==> config.mk <==
export PLATFORM = sky130hd
export DESIGN_NAME = vex_encoder
export DESIGN_NICKNAME = d
export VERILOG_FILES = /design/src/include/vex_pkg.sv /design/src/verilog/vex_encoder.sv
export SDC_FILE = /design/constraint.sdc
export NUM_CORES = 1
export LEC_CHECK = 0
export BUFFER_PORTS_ARGS = -buffer_cell sky130_fd_sc_hd__buf_2
export CAP_MARGIN = 5
export CORE_MARGIN = 5
export CORE_UTILIZATION = 40
export CTS_CLUSTER_DIAMETER = 80
export DETAILED_ROUTE_END_ITERATION = 10
export PLACE_DENSITY = 0.74
export SLEW_MARGIN = 0
export SYNTH_ARGS = -nofsm -noshare
export SYNTH_HDL_FRONTEND = slang
export SYNTH_SLANG_ARGS = --single-unit
==> constraint.sdc <==
create_clock -name clock -period 5 [get_ports clock]
set_clock_uncertainty 0.1 [all_clocks]
set_input_delay 0.5 -clock clock [delete_from_list [all_inputs] [get_ports clock]]
set_output_delay 0.5 -clock clock [all_outputs]
set_load 0.005 [all_outputs]
==> src/include/vex_pkg.sv <==
package vex_pkg;

    // register byte offsets on the APB bus
    localparam logic [7:0] VEX_OFF_CTRL    = 8'h00;
    localparam logic [7:0] VEX_OFF_STATUS  = 8'h04;
    localparam logic [7:0] VEX_OFF_CMD_LO  = 8'h08;
    localparam logic [7:0] VEX_OFF_CMD_HI  = 8'h0c;
    localparam logic [7:0] VEX_OFF_D1_LO   = 8'h10;
    localparam logic [7:0] VEX_OFF_D1_HI   = 8'h14;
    localparam logic [7:0] VEX_OFF_D2_LO   = 8'h18;
    localparam logic [7:0] VEX_OFF_D2_HI   = 8'h1c;

    // field positions
    localparam int VEX_CTRL_EN_BIT    = 0;
    localparam int VEX_STAT_PEND_BIT  = 0;
    localparam int VEX_STAT_KIND_LSB  = 1;
    localparam int VEX_RW_BIT         = 32;

    // values after reset
    localparam logic        VEX_RST_EN   = 1'b1;
    localparam logic [31:0] VEX_RST_CMD  = 32'h0000_0000;

    // failure-cause codes
    localparam logic [31:0] VEX_CAUSE_BAD_TYPE    = 32'h0000_0000;
    localparam logic [31:0] VEX_CAUSE_NOT_SCHED   = 32'h0000_0001;
    localparam logic [31:0] VEX_CAUSE_BAD_TARGET  = 32'h0000_0002;
    localparam logic [31:0] VEX_CAUSE_BAD_BACKING = 32'h0000_0003;

    // target limits and the end-of-interrupt register offset
    localparam logic [7:0]  VEX_MAX_CLUSTER  = 8'h40;
    localparam logic [9:0]  VEX_MAX_PHYSICAL = 10'h200;
    localparam logic [11:0] VEX_EOI_OFFSET   = 12'h0b0;

    // exit codes on the exit port (values are arbitrary)
    typedef enum logic [1:0] {
        VEX_EXIT_NONE                      = 2'h0,
        VEX_EXIT_IPI_UNDELIVERED           = 2'h1,
        VEX_EXIT_UNACCELERATED_ACCESS      = 2'h2
    } vex_exit_code_t;

    // delivery status from the interrupt-routing logic
    typedef struct packed {
        logic       valid;       // one-cycle pulse: a delivery attempt ended
        logic       level_trig;
        logic       dest_unsup;
        logic       dest_logical;
        logic       dest_shorthand;
        logic       absent;
        logic [7:0] cluster;
        logic [9:0] phys_target;
        logic       bad_backing;
        logic       not_sched;
        logic [7:0] phys_index;
        logic [7:0] log_index;
    } vex_ipi_status_t;

    // guest access to a register that hardware does not accelerate
    typedef struct packed {
        logic       valid;        // one-cycle pulse
        logic       write;
        logic [11:0] offset;
        logic       eoi_level;    // eoi attempted over a level interrupt
        logic [7:0] top_vector;   // highest in-service vector
    } vex_access_t;

    typedef struct packed {
        vex_exit_code_t code;
        logic [63:0]    first;
        logic [63:0]    second;
    } vex_exit_t;

endpackage : vex_pkg

==> src/verilog/vex_encoder.sv <==
// Behaviour
// [RL1] undelivered ipi raises exit, fills both words
// [RL2] intr_cmd_high goes to first word 63:32
// [RL3] intr_cmd_low goes to first word 31:0
// [RL4] cause code in second 63:32, 31:8 reserved
// [RL5] index in 7:0 only for codes 1-3
// [RL6] level trigger or bad dest gives code 0
// [RL7] unscheduled target gives code 1 with index
// [RL8] invalid target gives code 2 with index
// [RL9] bad backing pointer gives code 3
// [RL10] code 3 index chosen by delivery mode
// [RL11] codes above 3 never produced
// [RL12] unaccelerated access raises exit, fills both words
// [RL13] level-triggered eoi also raises that exit
// [RL14] bit 32 flags write, 63:33 reserved
// [RL15] offset 11:4 into bits 11:4, rest reserved
// [RL16] eoi write puts top vector in 7:0
// [RL17] reserved bits driven as zero
//
// Implementation choices: the APB interface to the registers and the register offsets.
module vex_encoder
    import vex_pkg::*;
(
    input  wire logic            clock,
    input  wire logic            sys_rst,
    input  wire logic            psel,
    input  wire logic            penable,
    input  wire logic            pwrite,
    input  wire logic [7:0]      paddr,
    input  wire logic [31:0]     pwdata,
    output logic                 pready,
    output logic [31:0]          prdata,
    output logic                 pslverr,
    input  wire vex_ipi_status_t ipi_status,
    input  wire vex_access_t     access,
    output logic                 exit_valid,
    output vex_exit_t            exit_info
);

    logic        ctrl_en;
    logic        pending;
    logic [31:0] intr_cmd_low;
    logic [31:0] intr_cmd_high;
    logic        ipi_fail;
    logic        ipi_take;
    logic        acc_take;
    logic [31:0] cause;
    logic [7:0]  index;
    logic        apb_write;
    vex_exit_t   next_exit;

    function automatic logic is_bad_target(input vex_ipi_status_t s);
        return (s.dest_logical && s.cluster > VEX_MAX_CLUSTER) ||
               (!s.dest_logical && s.phys_target > VEX_MAX_PHYSICAL) ||
               s.absent;
    endfunction : is_bad_target

    function automatic logic [7:0] dest_index(input vex_ipi_status_t s);
        return s.dest_logical ? s.log_index : s.phys_index;
    endfunction : dest_index

    // cause priority: type first, then target, backing page, scheduling;
    // a bad type stops routing so later checks mean nothing
    always_comb begin
        ipi_fail = ipi_status.level_trig || ipi_status.dest_unsup ||
                   is_bad_target(ipi_status) || ipi_status.bad_backing ||
                   ipi_status.not_sched;
        cause = VEX_CAUSE_NOT_SCHED;
        index = dest_index(ipi_status);                              // RL7
        if (ipi_status.level_trig || ipi_status.dest_unsup) begin
            cause = VEX_CAUSE_BAD_TYPE;                              // RL6
            index = 8'h00;                                           // RL5
        end else if (is_bad_target(ipi_status)) begin
            cause = VEX_CAUSE_BAD_TARGET;                            // RL8
            index = dest_index(ipi_status);
        end else if (ipi_status.bad_backing) begin
            cause = VEX_CAUSE_BAD_BACKING;                           // RL9
            index = ipi_status.dest_shorthand ? ipi_status.phys_index
                                              : dest_index(ipi_status); // RL10
        end
    end

    // an ipi exit takes precedence; a same-cycle access is dropped
    // because the core retries it after the hypervisor resumes
    assign ipi_take = ctrl_en && ipi_status.valid && ipi_fail;       // RL1
    assign acc_take = ctrl_en && !ipi_take &&
                      (access.valid || access.eoi_level);            // RL12 RL13

    always_comb begin
        next_exit = '0;                                              // RL17
        if (ipi_take) begin
            next_exit.code          = VEX_EXIT_IPI_UNDELIVERED;
            next_exit.first[63:32]  = intr_cmd_high;                 // RL2
            next_exit.first[31:0]   = intr_cmd_low;                  // RL3
            next_exit.second[63:32] = cause;                         // RL4 RL11
            next_exit.second[7:0]   = index;                         // RL5
        end else if (acc_take) begin
            next_exit.code = VEX_EXIT_UNACCELERATED_ACCESS;
            if (access.eoi_level) begin
                next_exit.first[VEX_RW_BIT] = 1'b1;                  // RL13
                next_exit.first[11:4]       = VEX_EOI_OFFSET[11:4];
            end else begin
                next_exit.first[VEX_RW_BIT] = access.write;          // RL14
                next_exit.first[11:4]       = access.offset[11:4];   // RL15
            end
            // the vector field is undefined elsewhere; zero keeps it stable
            if (next_exit.first[VEX_RW_BIT] &&
                next_exit.first[11:4] == VEX_EOI_OFFSET[11:4])
                next_exit.second[7:0] = access.top_vector;           // RL16
        end
    end

    always_ff @(posedge clock) begin
        if (sys_rst) begin
            exit_valid <= 1'b0;
            exit_info  <= '0;
        end else begin
            exit_valid <= ipi_take || acc_take;                      // RL1 RL12
            if (ipi_take || acc_take)
                exit_info <= next_exit;
        end
    end

    // apb: no wait state; pready and read data both leave flip-flops
    assign apb_write = psel && penable && pready && pwrite;

    always_ff @(posedge clock) begin
        if (sys_rst)
            pready <= 1'b0;
        else
            pready <= psel && !penable;
    end

    always_ff @(posedge clock) begin
        if (sys_rst) begin
            prdata  <= 32'h0000_0000;
            pslverr <= 1'b0;
        end else if (psel && !penable) begin
            pslverr <= 1'b0;
            unique case (paddr)
                VEX_OFF_CTRL:   prdata <= {31'h0, ctrl_en};
                VEX_OFF_STATUS: prdata <= {29'h0, exit_info.code, pending};
                VEX_OFF_CMD_LO: prdata <= intr_cmd_low;
                VEX_OFF_CMD_HI: prdata <= intr_cmd_high;
                VEX_OFF_D1_LO:  prdata <= exit_info.first[31:0];
                VEX_OFF_D1_HI:  prdata <= exit_info.first[63:32];
                VEX_OFF_D2_LO:  prdata <= exit_info.second[31:0];
                VEX_OFF_D2_HI:  prdata <= exit_info.second[63:32];
                default: begin
                    prdata  <= 32'h0000_0000;
                    pslverr <= 1'b1;
                end
            endcase
        end
    end

    always_ff @(posedge clock) begin
        if (sys_rst)
            ctrl_en <= VEX_RST_EN;
        else if (apb_write && paddr == VEX_OFF_CTRL)
            ctrl_en <= pwdata[VEX_CTRL_EN_BIT];
    end

    // guest-written command words, captured into exits
    always_ff @(posedge clock) begin
        if (sys_rst) begin
            intr_cmd_low  <= VEX_RST_CMD;
            intr_cmd_high <= VEX_RST_CMD;
        end else if (apb_write) begin
            if (paddr == VEX_OFF_CMD_LO)
                intr_cmd_low <= pwdata;
            if (paddr == VEX_OFF_CMD_HI)
                intr_cmd_high <= pwdata;
        end
    end

    // sticky pending: a new exit wins over a clear in the same cycle
    always_ff @(posedge clock) begin
        if (sys_rst)
            pending <= 1'b0;
        else if (ipi_take || acc_take)
            pending <= 1'b1;
        else if (apb_write && paddr == VEX_OFF_STATUS &&
                 pwdata[VEX_STAT_PEND_BIT])
            pending <= 1'b0;
    end

    property p_ipi_high;
        @(posedge clock) disable iff (sys_rst)
        ipi_take |=> exit_valid &&
            exit_info.first[63:32] == $past(intr_cmd_high);
    endproperty
    a_ipi_high: assert property (p_ipi_high)                         // RL2
        else $error("high command word not in first word");

    property p_ipi_low;
        @(posedge clock) disable iff (sys_rst)
        ipi_take |=> exit_info.first[31:0] == $past(intr_cmd_low);
    endproperty
    a_ipi_low: assert property (p_ipi_low)                           // RL3
        else $error("low command word not in first word");

    property p_ipi_reserved;
        @(posedge clock) disable iff (sys_rst)
        exit_valid && exit_info.code == VEX_EXIT_IPI_UNDELIVERED
            |-> exit_info.second[31:8] == 24'h000000;
    endproperty
    a_ipi_reserved: assert property (p_ipi_reserved)                 // RL4
        else $error("reserved second-word bits not zero");

    property p_code0_index;
        @(posedge clock) disable iff (sys_rst)
        ipi_take && (ipi_status.level_trig || ipi_status.dest_unsup)
            |=> exit_info.second[63:32] == VEX_CAUSE_BAD_TYPE &&
                exit_info.second[7:0] == 8'h00;
    endproperty
    a_code0_index: assert property (p_code0_index)                   // RL6
        else $error("bad interrupt type not reported as code 0");

    property p_code_range;
        @(posedge clock) disable iff (sys_rst)
        exit_valid && exit_info.code == VEX_EXIT_IPI_UNDELIVERED
            |-> exit_info.second[63:32] <= VEX_CAUSE_BAD_BACKING;
    endproperty
    a_code_range: assert property (p_code_range)                     // RL11
        else $error("reserved cause code produced");

    property p_not_sched;
        @(posedge clock) disable iff (sys_rst)
        ipi_take && ipi_status.not_sched && !ipi_status.bad_backing &&
        !ipi_status.level_trig && !ipi_status.dest_unsup &&
        !is_bad_target(ipi_status)
            |=> exit_info.second[63:32] == VEX_CAUSE_NOT_SCHED &&
                exit_info.second[7:0] ==
                    $past(dest_index(ipi_status));
    endproperty
    a_not_sched: assert property (p_not_sched)                       // RL7
        else $error("unscheduled target not reported as code 1");

    property p_rw_flag;
        @(posedge clock) disable iff (sys_rst)
        acc_take && !access.eoi_level
            |=> exit_valid && exit_info.first[VEX_RW_BIT] ==
                    $past(access.write) &&
                exit_info.first[63:33] == 31'h0;
    endproperty
    a_rw_flag: assert property (p_rw_flag)                           // RL14
        else $error("read/write flag wrong");

    property p_offset;
        @(posedge clock) disable iff (sys_rst)
        acc_take && !access.eoi_level
            |=> exit_info.first[11:4] == $past(access.offset[11:4]) &&
                exit_info.first[3:0] == 4'h0 &&
                exit_info.first[31:12] == 20'h00000;
    endproperty
    a_offset: assert property (p_offset)                             // RL15
        else $error("register offset field wrong");

    property p_eoi_vector;
        @(posedge clock) disable iff (sys_rst)
        acc_take && access.eoi_level
            |=> exit_info.code == VEX_EXIT_UNACCELERATED_ACCESS &&
                exit_info.second[7:0] == $past(access.top_vector);
    endproperty
    a_eoi_vector: assert property (p_eoi_vector)                     // RL13 RL16
        else $error("eoi vector not reported");

    property p_no_exit_when_idle;
        @(posedge clock) disable iff (sys_rst)
        !ipi_take && !acc_take |=> !exit_valid;
    endproperty
    a_no_exit_when_idle: assert property (p_no_exit_when_idle)       // RL1
        else $error("exit raised without a cause");

    property p_ipi_code;
        @(posedge clock) disable iff (sys_rst)
        ipi_take |=> exit_valid &&
            exit_info.code == VEX_EXIT_IPI_UNDELIVERED;
    endproperty
    a_ipi_code: assert property (p_ipi_code)                         // RL1
        else $error("undelivered ipi exit not raised");

    property p_acc_code;
        @(posedge clock) disable iff (sys_rst)
        acc_take |=> exit_valid &&
            exit_info.code == VEX_EXIT_UNACCELERATED_ACCESS;
    endproperty
    a_acc_code: assert property (p_acc_code)                         // RL12
        else $error("unaccelerated access exit not raised");

    property p_index_reserved;
        @(posedge clock) disable iff (sys_rst)
        exit_valid && exit_info.code == VEX_EXIT_IPI_UNDELIVERED &&
        exit_info.second[63:32] == VEX_CAUSE_BAD_TYPE
            |-> exit_info.second[7:0] == 8'h00;
    endproperty
    a_index_reserved: assert property (p_index_reserved)             // RL5
        else $error("index reported for cause code 0");

    property p_bad_target;
        @(posedge clock) disable iff (sys_rst)
        ipi_take && !ipi_status.level_trig && !ipi_status.dest_unsup &&
        is_bad_target(ipi_status)
            |=> exit_info.second[63:32] == VEX_CAUSE_BAD_TARGET &&
                exit_info.second[7:0] ==
                    $past(dest_index(ipi_status));
    endproperty
    a_bad_target: assert property (p_bad_target)                     // RL8
        else $error("invalid target not reported as code 2");

    property p_bad_backing;
        @(posedge clock) disable iff (sys_rst)
        ipi_take && ipi_status.bad_backing && !ipi_status.level_trig &&
        !ipi_status.dest_unsup && !is_bad_target(ipi_status)
            |=> exit_info.second[63:32] == VEX_CAUSE_BAD_BACKING;
    endproperty
    a_bad_backing: assert property (p_bad_backing)                   // RL9
        else $error("bad backing page not reported as code 3");

    property p_backing_index;
        @(posedge clock) disable iff (sys_rst)
        ipi_take && ipi_status.bad_backing && ipi_status.dest_shorthand &&
        !ipi_status.level_trig && !ipi_status.dest_unsup &&
        !is_bad_target(ipi_status)
            |=> exit_info.second[7:0] == $past(ipi_status.phys_index);
    endproperty
    a_backing_index: assert property (p_backing_index)               // RL10
        else $error("shorthand code 3 index not physical");

    property p_level_eoi;
        @(posedge clock) disable iff (sys_rst)
        ctrl_en && access.eoi_level && !ipi_take
            |=> exit_valid && exit_info.first[VEX_RW_BIT] &&
                exit_info.first[11:4] == VEX_EOI_OFFSET[11:4];
    endproperty
    a_level_eoi: assert property (p_level_eoi)                       // RL13
        else $error("level eoi did not raise an access exit");

    property p_vector_zero;
        @(posedge clock) disable iff (sys_rst)
        acc_take && !access.eoi_level &&
        !(access.write && access.offset[11:4] == VEX_EOI_OFFSET[11:4])
            |=> exit_info.second == 64'h0;
    endproperty
    a_vector_zero: assert property (p_vector_zero)    // RL16 RL17
        else $error("vector field set outside an eoi write");

    property p_acc_reserved;
        @(posedge clock) disable iff (sys_rst)
        exit_valid && exit_info.code == VEX_EXIT_UNACCELERATED_ACCESS
            |-> exit_info.first[63:33] == 31'h0 &&
                exit_info.first[31:12] == 20'h00000 &&
                exit_info.first[3:0] == 4'h0 &&
                exit_info.second[63:8] == 56'h0;
    endproperty
    a_acc_reserved: assert property (p_acc_reserved)                 // RL17
        else $error("reserved access exit bits not zero");

endmodule : vex_encoder

==> summary.md, run 1 <==
| Metric | Value |
|---|---|
| Worst-case vdd ir drop | approximately 0.21 mV |
| Sw Ratio | a little under a quarter |
| Antenna diode count | 0 |
| Measured slew at the worst slew-check pin | approximately 1.1 ns |
| Final slew viol count | 0 |
| Final Hold Viols | 0 |
| Vias per inst | ~5.3 |
| Initial antenna violation count | 1 |
| Setup tns final | 0 ns |
| Unrepaired setup endpoints after global routing | no |
| Clock transition at path regs | ~0.070 ns |
| DR vias | about 7400 |
| P&R area growth vs syn | 20.53% |
| Final Critical Period | between 2 and 3 ns |
| Flop pwr share | 48.3% |
| CTS tree | yes |
| FP Rows | 51 |
| Routed WL | ~25000 µm |
| Vias in the first global route | around 7000 |
| Final ANT Viol Nets | 0 |
| Critical Path Fanout Max | 32 |
| HPWL Detailed | approximately 16000 µm |
| First-pass GRT wire length | 38580 µm |
| PwrDens | ~320 nW/µm² |
| Synth area leader | dfxtp_1 |
| Max Clock Freq | 340.0 MHz |
| Die area | 22280 µm² |
| I/O Pins | ~280 |
| # Post-CTS Setup Buffers | 0 |
| Clk sinks | roughly 180 |
| Asr flop ratio synth | 0% |
| Chip height | about 150 µm |
| Mapped Cells | 948 |
| Number of synthesized flops with an enable pin | 0 |
| GRT Util Overall | between 20% and 30% |
| Post-Syn Area per Cell | 8.183 µm² |
| Clock latency on the worst-skew pair | approximately 0.42 ns |
| Data required, critical path | around 5.2 ns |
| Run status | completed |
| Initial core utilization | between 40% and 50% |
| Leak Pwr | 0.003736 µW |
| Count of distinct cell types in the synthesized netlist | 47 |
| Critical Path Sink Type | flop |
| Post_cts resized | 0 |
| H-tree levels | 4 |
| TritonCTS buffer count | 17 |
| I/O Buffers | approximately 220 |
| Net Sw Power | a little over 700 µW |
| Max Root-Sink Buffers | 2 |
| Kind of critical path | in -> reg |
| Clock root buffer | clkbuf_16 |
| Grt total ovfl | 0 |
| TritonRoute pass-1 iters | 9 |
| Yosys reg bits | ~180 |
| Core Region | between 15000 and 20000 µm² |
| Final Setup Violations | 0 |
| Detailed Route Iter0 Violations | 613 |
| Pin count of the biggest net entering global routing | 77 |
| Final hold slack | between 0.2 and 0.25 ns |
| Power share of the clock group | 44.7% |
| Sequential share of the synthesized area | between 40% and 50% |
| Max-slew headroom | approximately a quarter |
| Top-area cell type share of the netlist area | between 40% and 50% |
| Final Cycle Share | 58.82% |
| Die W | roughly 150 µm |
| Synth warn | 0 |
| Class of the tightest hold or removal check | in -> reg |
| Mapped Area | roughly 7800 µm² |
| Wire per inst | between 15 and 20 µm |
| Residual DRC | 0 |
| MaxCap Viol Count | 0 |
| Logic pwr share | approximately 7.0% |
| Most common flop cell mapped by yosys | dfxtp_1 |
| Fraction of layout cells with a size suffix above 1 | between 20% and 30% |
| Largest cells by area after synthesis | dfxtp_1, nand2_1, a21oi_1, buf_4, nand3_1 |
| Critical path arrival | around 3.2 ns |
| Final GP Congestion | around 0.84 |
| Int Power | 2249 µW |
| Crit start category | input pin |
| Nets | between 1000 and 1500 |
| CTS Hold Bufs | 0 |
[worst paths after layout]
check	startpoint	endpoint	slack, ns	depth (start not counted)
setup reg to reg	ctrl_en	exit_info[7]	2.51	5
setup / recovery	paddr[5]	intr_cmd_high[24]	2.06	6
hold reg to reg	prdata[27]	prdata[27]	0.35	2
hold / removal	pwdata[6]	intr_cmd_high[6]	0.22	3
[registers in the layout, summed over array words and instances (netlist names)]
register	cells
pready	1
pending	1
ctrl_en	1
intr_cmd_low	32
intr_cmd_high	32
exit_info	76
prdata	32
exit_valid	1
pslverr	1
[cell type report]
| cell class | instances | area [µm²] |
|---|---|---|
| Fill cell | 1920 | 9921 |
| Multi-Input combinational cell | 692 | 3725 |
| Sequential cell | 177 | 3543 |
| Timing Repair Buffer | 225 | 1151 |
| Clock buffer | 22 | 494.2 |
| Tap cell | 265 | 331.6 |
| Clock inverter | 10 | 97.59 |
| Inverter | 2 | 7.507 |
[routing by layer]
layer	routed length (µm)	global-route usage, %
met1	10460	28.58
met2	12500	37.20
met3	1997	4.254
met4	355	6.545
met5	20	0
[cells in the mapped netlist, drive strengths merged (6+ instances only)]
| library cell | n |
|---|---|
| a221oi | 27 |
| a211oi | 6 |
| nor2 | 19 |
| o32ai | 8 |
| a22o | 25 |
| mux2 | 7 |
| dfxtp | 177 |
| clkbuf | 59 |
| o21ai | 34 |
| nor3 | 12 |
| mux2i | 18 |
| a21oi | 131 |
| buf | 71 |
| nand3 | 64 |
| nand2 | 228 |
[cells in the final DEF (no fill, tap or decap), types with 10 or more instances in the layout]
| cell type | count |
|---|---|
| o21ai_0 | 26 |
| nand3_1 | 64 |
| clkbuf_16 | 17 |
| a221oi_1 | 27 |
| nor3_1 | 12 |
| a21oi_1 | 131 |
| buf_4 | 10 |
| buf_2 | 215 |
| a22o_1 | 25 |
| mux2i_1 | 18 |
| nor2_1 | 17 |
| nand2_1 | 228 |
| conb_1 | 54 |
| dfxtp_1 | 177 |
[kinds of logic (layout without fill, tap and decap cells)]
family | Yosys count | count (layout) | synth area share (%)
simple gates | 359 | 359 | 20.58
flops | 177 | 177 | 45.68
other cells | 1 | 54 | 0.04834
compound gates | 253 | 253 | 20.71
mux | 26 | 26 | 3.629
buf+inv | 132 | 259 | 9.355
[worst max-delay path, cell delays in order]
cell	delay (ns)
buf_2	0.10
or4_1	0.68
and4bb_2	0.68
nor2b_4	0.87
nand2_1	0.13
a21oi_1	0.18
[power by group through the flow]
stage	combinational, µW	clock, µW	sequential, µW
after floorplan	139	0	1460
after global placement	201	0	1460
after detailed placement	202	0	1460
after CTS	203	1360	1430
after global routing	225	1420	1430
final	206	1320	1430
[stage by stage]
| stage | setup slack (ns) | cells | power (µW) | cell area [µm²] | util, % |
|---|---|---|---|---|---|
| floorplan | 2.542 | 1001 | 1599 | 7956 | - |
| global placement | 1.629 | 1361 | 1662 | 8758 | 45.45 |
| detailed placement | 1.545 | 1361 | 1663 | 8758 | 45.45 |
| CTS | 1.993 | 1393 | 2987 | 9350 | 48.52 |
| global route | 1.885 | 1393 | 3074 | 9350 | 48.52 |
| finish | 2.059 | 1393 | 2959 | 9350 | 48.52 |
Power figures use the tool's default switching activity.
==> inputs of run 2 (changes only) <==
ABC_AREA = 1   (was unset)
PLACE_DENSITY = 0.73   (was 0.74)
clock period = 2.9 ns   (was 5 ns; I/O delays follow)
==> run 2 against run 1 <==
Net effect:
- combinational power is 100% higher
- synthesized cell count is 31% higher
- sequential power is 72% higher
- worst hold slack worse by 0.21 ns
- via count is 19% higher
- power is 76% higher
- global-route usage hardly changed
- core utilization is 0.62 points higher
- critical endpoint is now exit_info[66]
- clock power is 77% higher
- critical path depth stayed put
- register-to-register slack worse by 1.9 ns
==> summary.md, run 2 <==
| Metric | Value |
|---|---|
| Run status | completed |
| Initial core utilization | 40.37% (+0.11 points) |
| Unrepaired setup endpoints after global routing | no |
| Core Region | 20960 µm² (+8.7%) |
| TritonRoute pass-1 iters | 6 (-3) |
| Critical Path Fanout Max | 56 (+75%) |
| # Post-CTS Setup Buffers | 0 (unchanged) |
| Most common cell after layout, fill and taps aside | nand2_1 |
| DR vias | 8813 (+19%) |
| I/O Pins | 275 (unchanged) |
| Setup tns final | 0 ns (unchanged) |
| Residual DRC | 0 (unchanged) |
| Measured slew at the worst slew-check pin | 1.075 ns (-0.02804 ns) |
| Max reg flops | 76 (unchanged) |
| Asr flop ratio synth | 0% (unchanged) |
| Vias per inst | 5.103 (-4.1%) |
| Max Clock Freq | about 430 MHz |
| Clock root buffer | clkbuf_16 |
| Fraction of layout cells with a size suffix above 1 | 19.75% (-5.0 points) |
| Initial antenna violation count | 3 (+2) |
| Final GP Congestion | 0.9113 (+8.5%) |
| Number of synthesized flops with an enable pin | 0 (unchanged) |
| Wire per inst | 15.99 µm (-12%) |
| TritonCTS buffer count | 17 (unchanged) |
| I/O Buffers | 216 (unchanged) |
| Synth area leader | dfxtp_1 |
| First-pass GRT wire length | 42900 µm (+11%) |
| MaxCap Viol Count | 0 (unchanged) |
| Mapped Cells | 1239 (+31%) |
| Most frequent cells after synthesis | nand2_1, dfxtp_1, nor2_1, o21ai_0, nand3_1 |
| H-tree levels | 4 (unchanged) |
| Die area | 24160 µm² (+8.4%) |
| Flop pwr share | 47.2% (-1.1 points) |
| Largest cells by area after synthesis | dfxtp_1, nand2_1, nor2_1, o21ai_0, nand3_1 |
| Leak Pwr | 0.004772 µW (+28%) |
| Setup ws final | 0.5770 ns (-1.482 ns) |
| Mapped Area | 8459 µm² (+9.0%) |
| Final slew viol count | 0 (unchanged) |
| Final Critical Period | about 2.3 ns |
| Max Root-Sink Buffers | 2 (unchanged) |
| Critical Path Sink Type | flop |
| Kind of critical path | reg -> reg |
| Critical path arrival | 2.57 ns (-0.60 ns) |
| Final Cycle Share | roughly 80% |
| Grt total ovfl | 0 (unchanged) |
| Most common cell in the synthesized netlist | nand2_1 |
| Nets | 1545 (+26%) |
| Most frequent cells in the layout | nand2_1, buf_2, dfxtp_1 |
| Pin count of the biggest net entering global routing | 94 (+22%) |
| Yosys reg bits | 177 (unchanged) |
| Final Setup Violations | 0 (unchanged) |
| Top-area cell type share of the netlist area | 41.89% (-3.8 points) |
| Die W | 155.4 µm (+4.1%) |
| Sequential share of the synthesized area | 41.89% (-3.8 points) |
| CTS tree | yes |
| Worst slack, placed | 0.3851 ns (-1.160 ns) |
| Routed WL | 27620 µm (+9.0%) |
| Data required, critical path | 3.15 ns (-2.08 ns) |
| Class of the tightest hold or removal check | in -> reg |
| Most common flop cell mapped by yosys | dfxtp_1 |
| Sw Ratio | 25.42% (+1.4 points) |
| Chip height | 155.4 µm (+4.1%) |
| GRT Util Overall | 22.01% (about the same) |
| Post-Syn Area per Cell | 6.828 µm² (-17%) |
| Clock transition at path regs | 0.07 ns (about the same) |
| Count of distinct cell types in the synthesized netlist | 35 (-26%) |
| Clock latency on the worst-skew pair | 0.43 ns (about the same) |
| Net Sw Power | 1325 µW (+87%) |
| Power share of the clock group | 44.9% (+0.2 points) |
| Final Hold Viols | 0 (unchanged) |
| Max-slew headroom | 28.25% (+2.0 points) |
| Logic pwr share | 8.0% (+1.0 points) |
| Synth warn | 0 (unchanged) |
| Largest Register | exit_info |
| Detailed Route Iter0 Violations | 725 (+18%) |
| HPWL Detailed | 18730 µm (+14%) |
| P&R area growth vs syn | 21.73% |
| Worst-case vdd ir drop | 0.3518 mV (+67%) |
| PwrDens | 506.2 nW/µm² (+60%) |
| Clk sinks | 177 (unchanged) |
| FP Rows | 53 (+3.9%) |
| Crit start category | flop |
| Vias in the first global route | 8121 (+16%) |
| Final ANT Viol Nets | 0 (unchanged) |
| Int Power | 3888 µW (+73%) |
## run 2: power by group through the flow
stage	sequential (µW)	combinational (µW)	clock (µW)
detailed placement	2520	388	0
CTS	2460	412	2360
global placement	2510	382	0
finish	2460	416	2340
global route	2460	461	2480
floorplan	2510	286	0
## run 2: kinds of logic after synthesis
group                  synth area share (%)
AO/OA/AOI/OAI                         13.49
buffers and inverters                 13.09
flip-flops                            41.89
multiplexers                         0.9466
other                               0.04433
AND/OR/NAND/NOR                       30.54
## run 2: routing by layer
| metal | GRT usage (%) | wire length [µm] |
|---|---|---|
| met3 | 5.118 | 2581 |
| met2 | 35.88 | 13190 |
| met1 | 27.75 | 10870 |
| met4 | 9.879 | 982 |
| met5 | 0 | 0 |
## run 2: timing repair
item	CTS	global route
resized for setup	0	0
hold buffers	19	0
hold endpoints to repair	29	0
## run 2: cell type report
cell class | instances | area, µm²
flip-flops and latches | 177 | 3543
multi-input cells | 901 | 4024
clock inverters | 15 | 181.4
fillers | 2135 | 10660
inverters | 84 | 315.3
clock buffers | 17 | 425.4
repair buffers | 254 | 1454
well taps | 275 | 344.1
diodes | 4 | 10.01
## run 2: path summary, 6_finish.rpt
kind,cells past startpoint,end,slack (ns),from
setup / recovery,6,exit_info[66],0.58,ctrl_en
hold / removal,3,intr_cmd_high[27],0.01,pwdata[27]
setup reg to reg,6,exit_info[66],0.58,ctrl_en
hold reg to reg,2,prdata[9],0.36,prdata[9]
## run 2: worst max-delay path, cell delays in order (launching register included)
cell	delay (ns)
dfxtp_1	0.46
nand2_1	0.09
clkinv_1	0.20
nand2_4	0.19
inv_2	0.82
nand2_1	0.14
a21oi_1	0.21
## run 2: stage by stage
step | total power [µW] | std cells | util (%) | cell area [µm²] | hold WS [ns]
after floorplan | 2800 | 1292 | - | 8658 | 0.3249
after global placement | 2897 | 1672 | 45.29 | 9490 | 0.3481
after detailed placement | 2903 | 1672 | 45.29 | 9490 | 0.3519
after CTS | 5235 | 1723 | 49.09 | 10290 | 0.0003950
after global routing | 5406 | 1726 | 49.13 | 10290 | 0.01517
final | 5213 | 1727 | 49.14 | 10300 | 0.01013
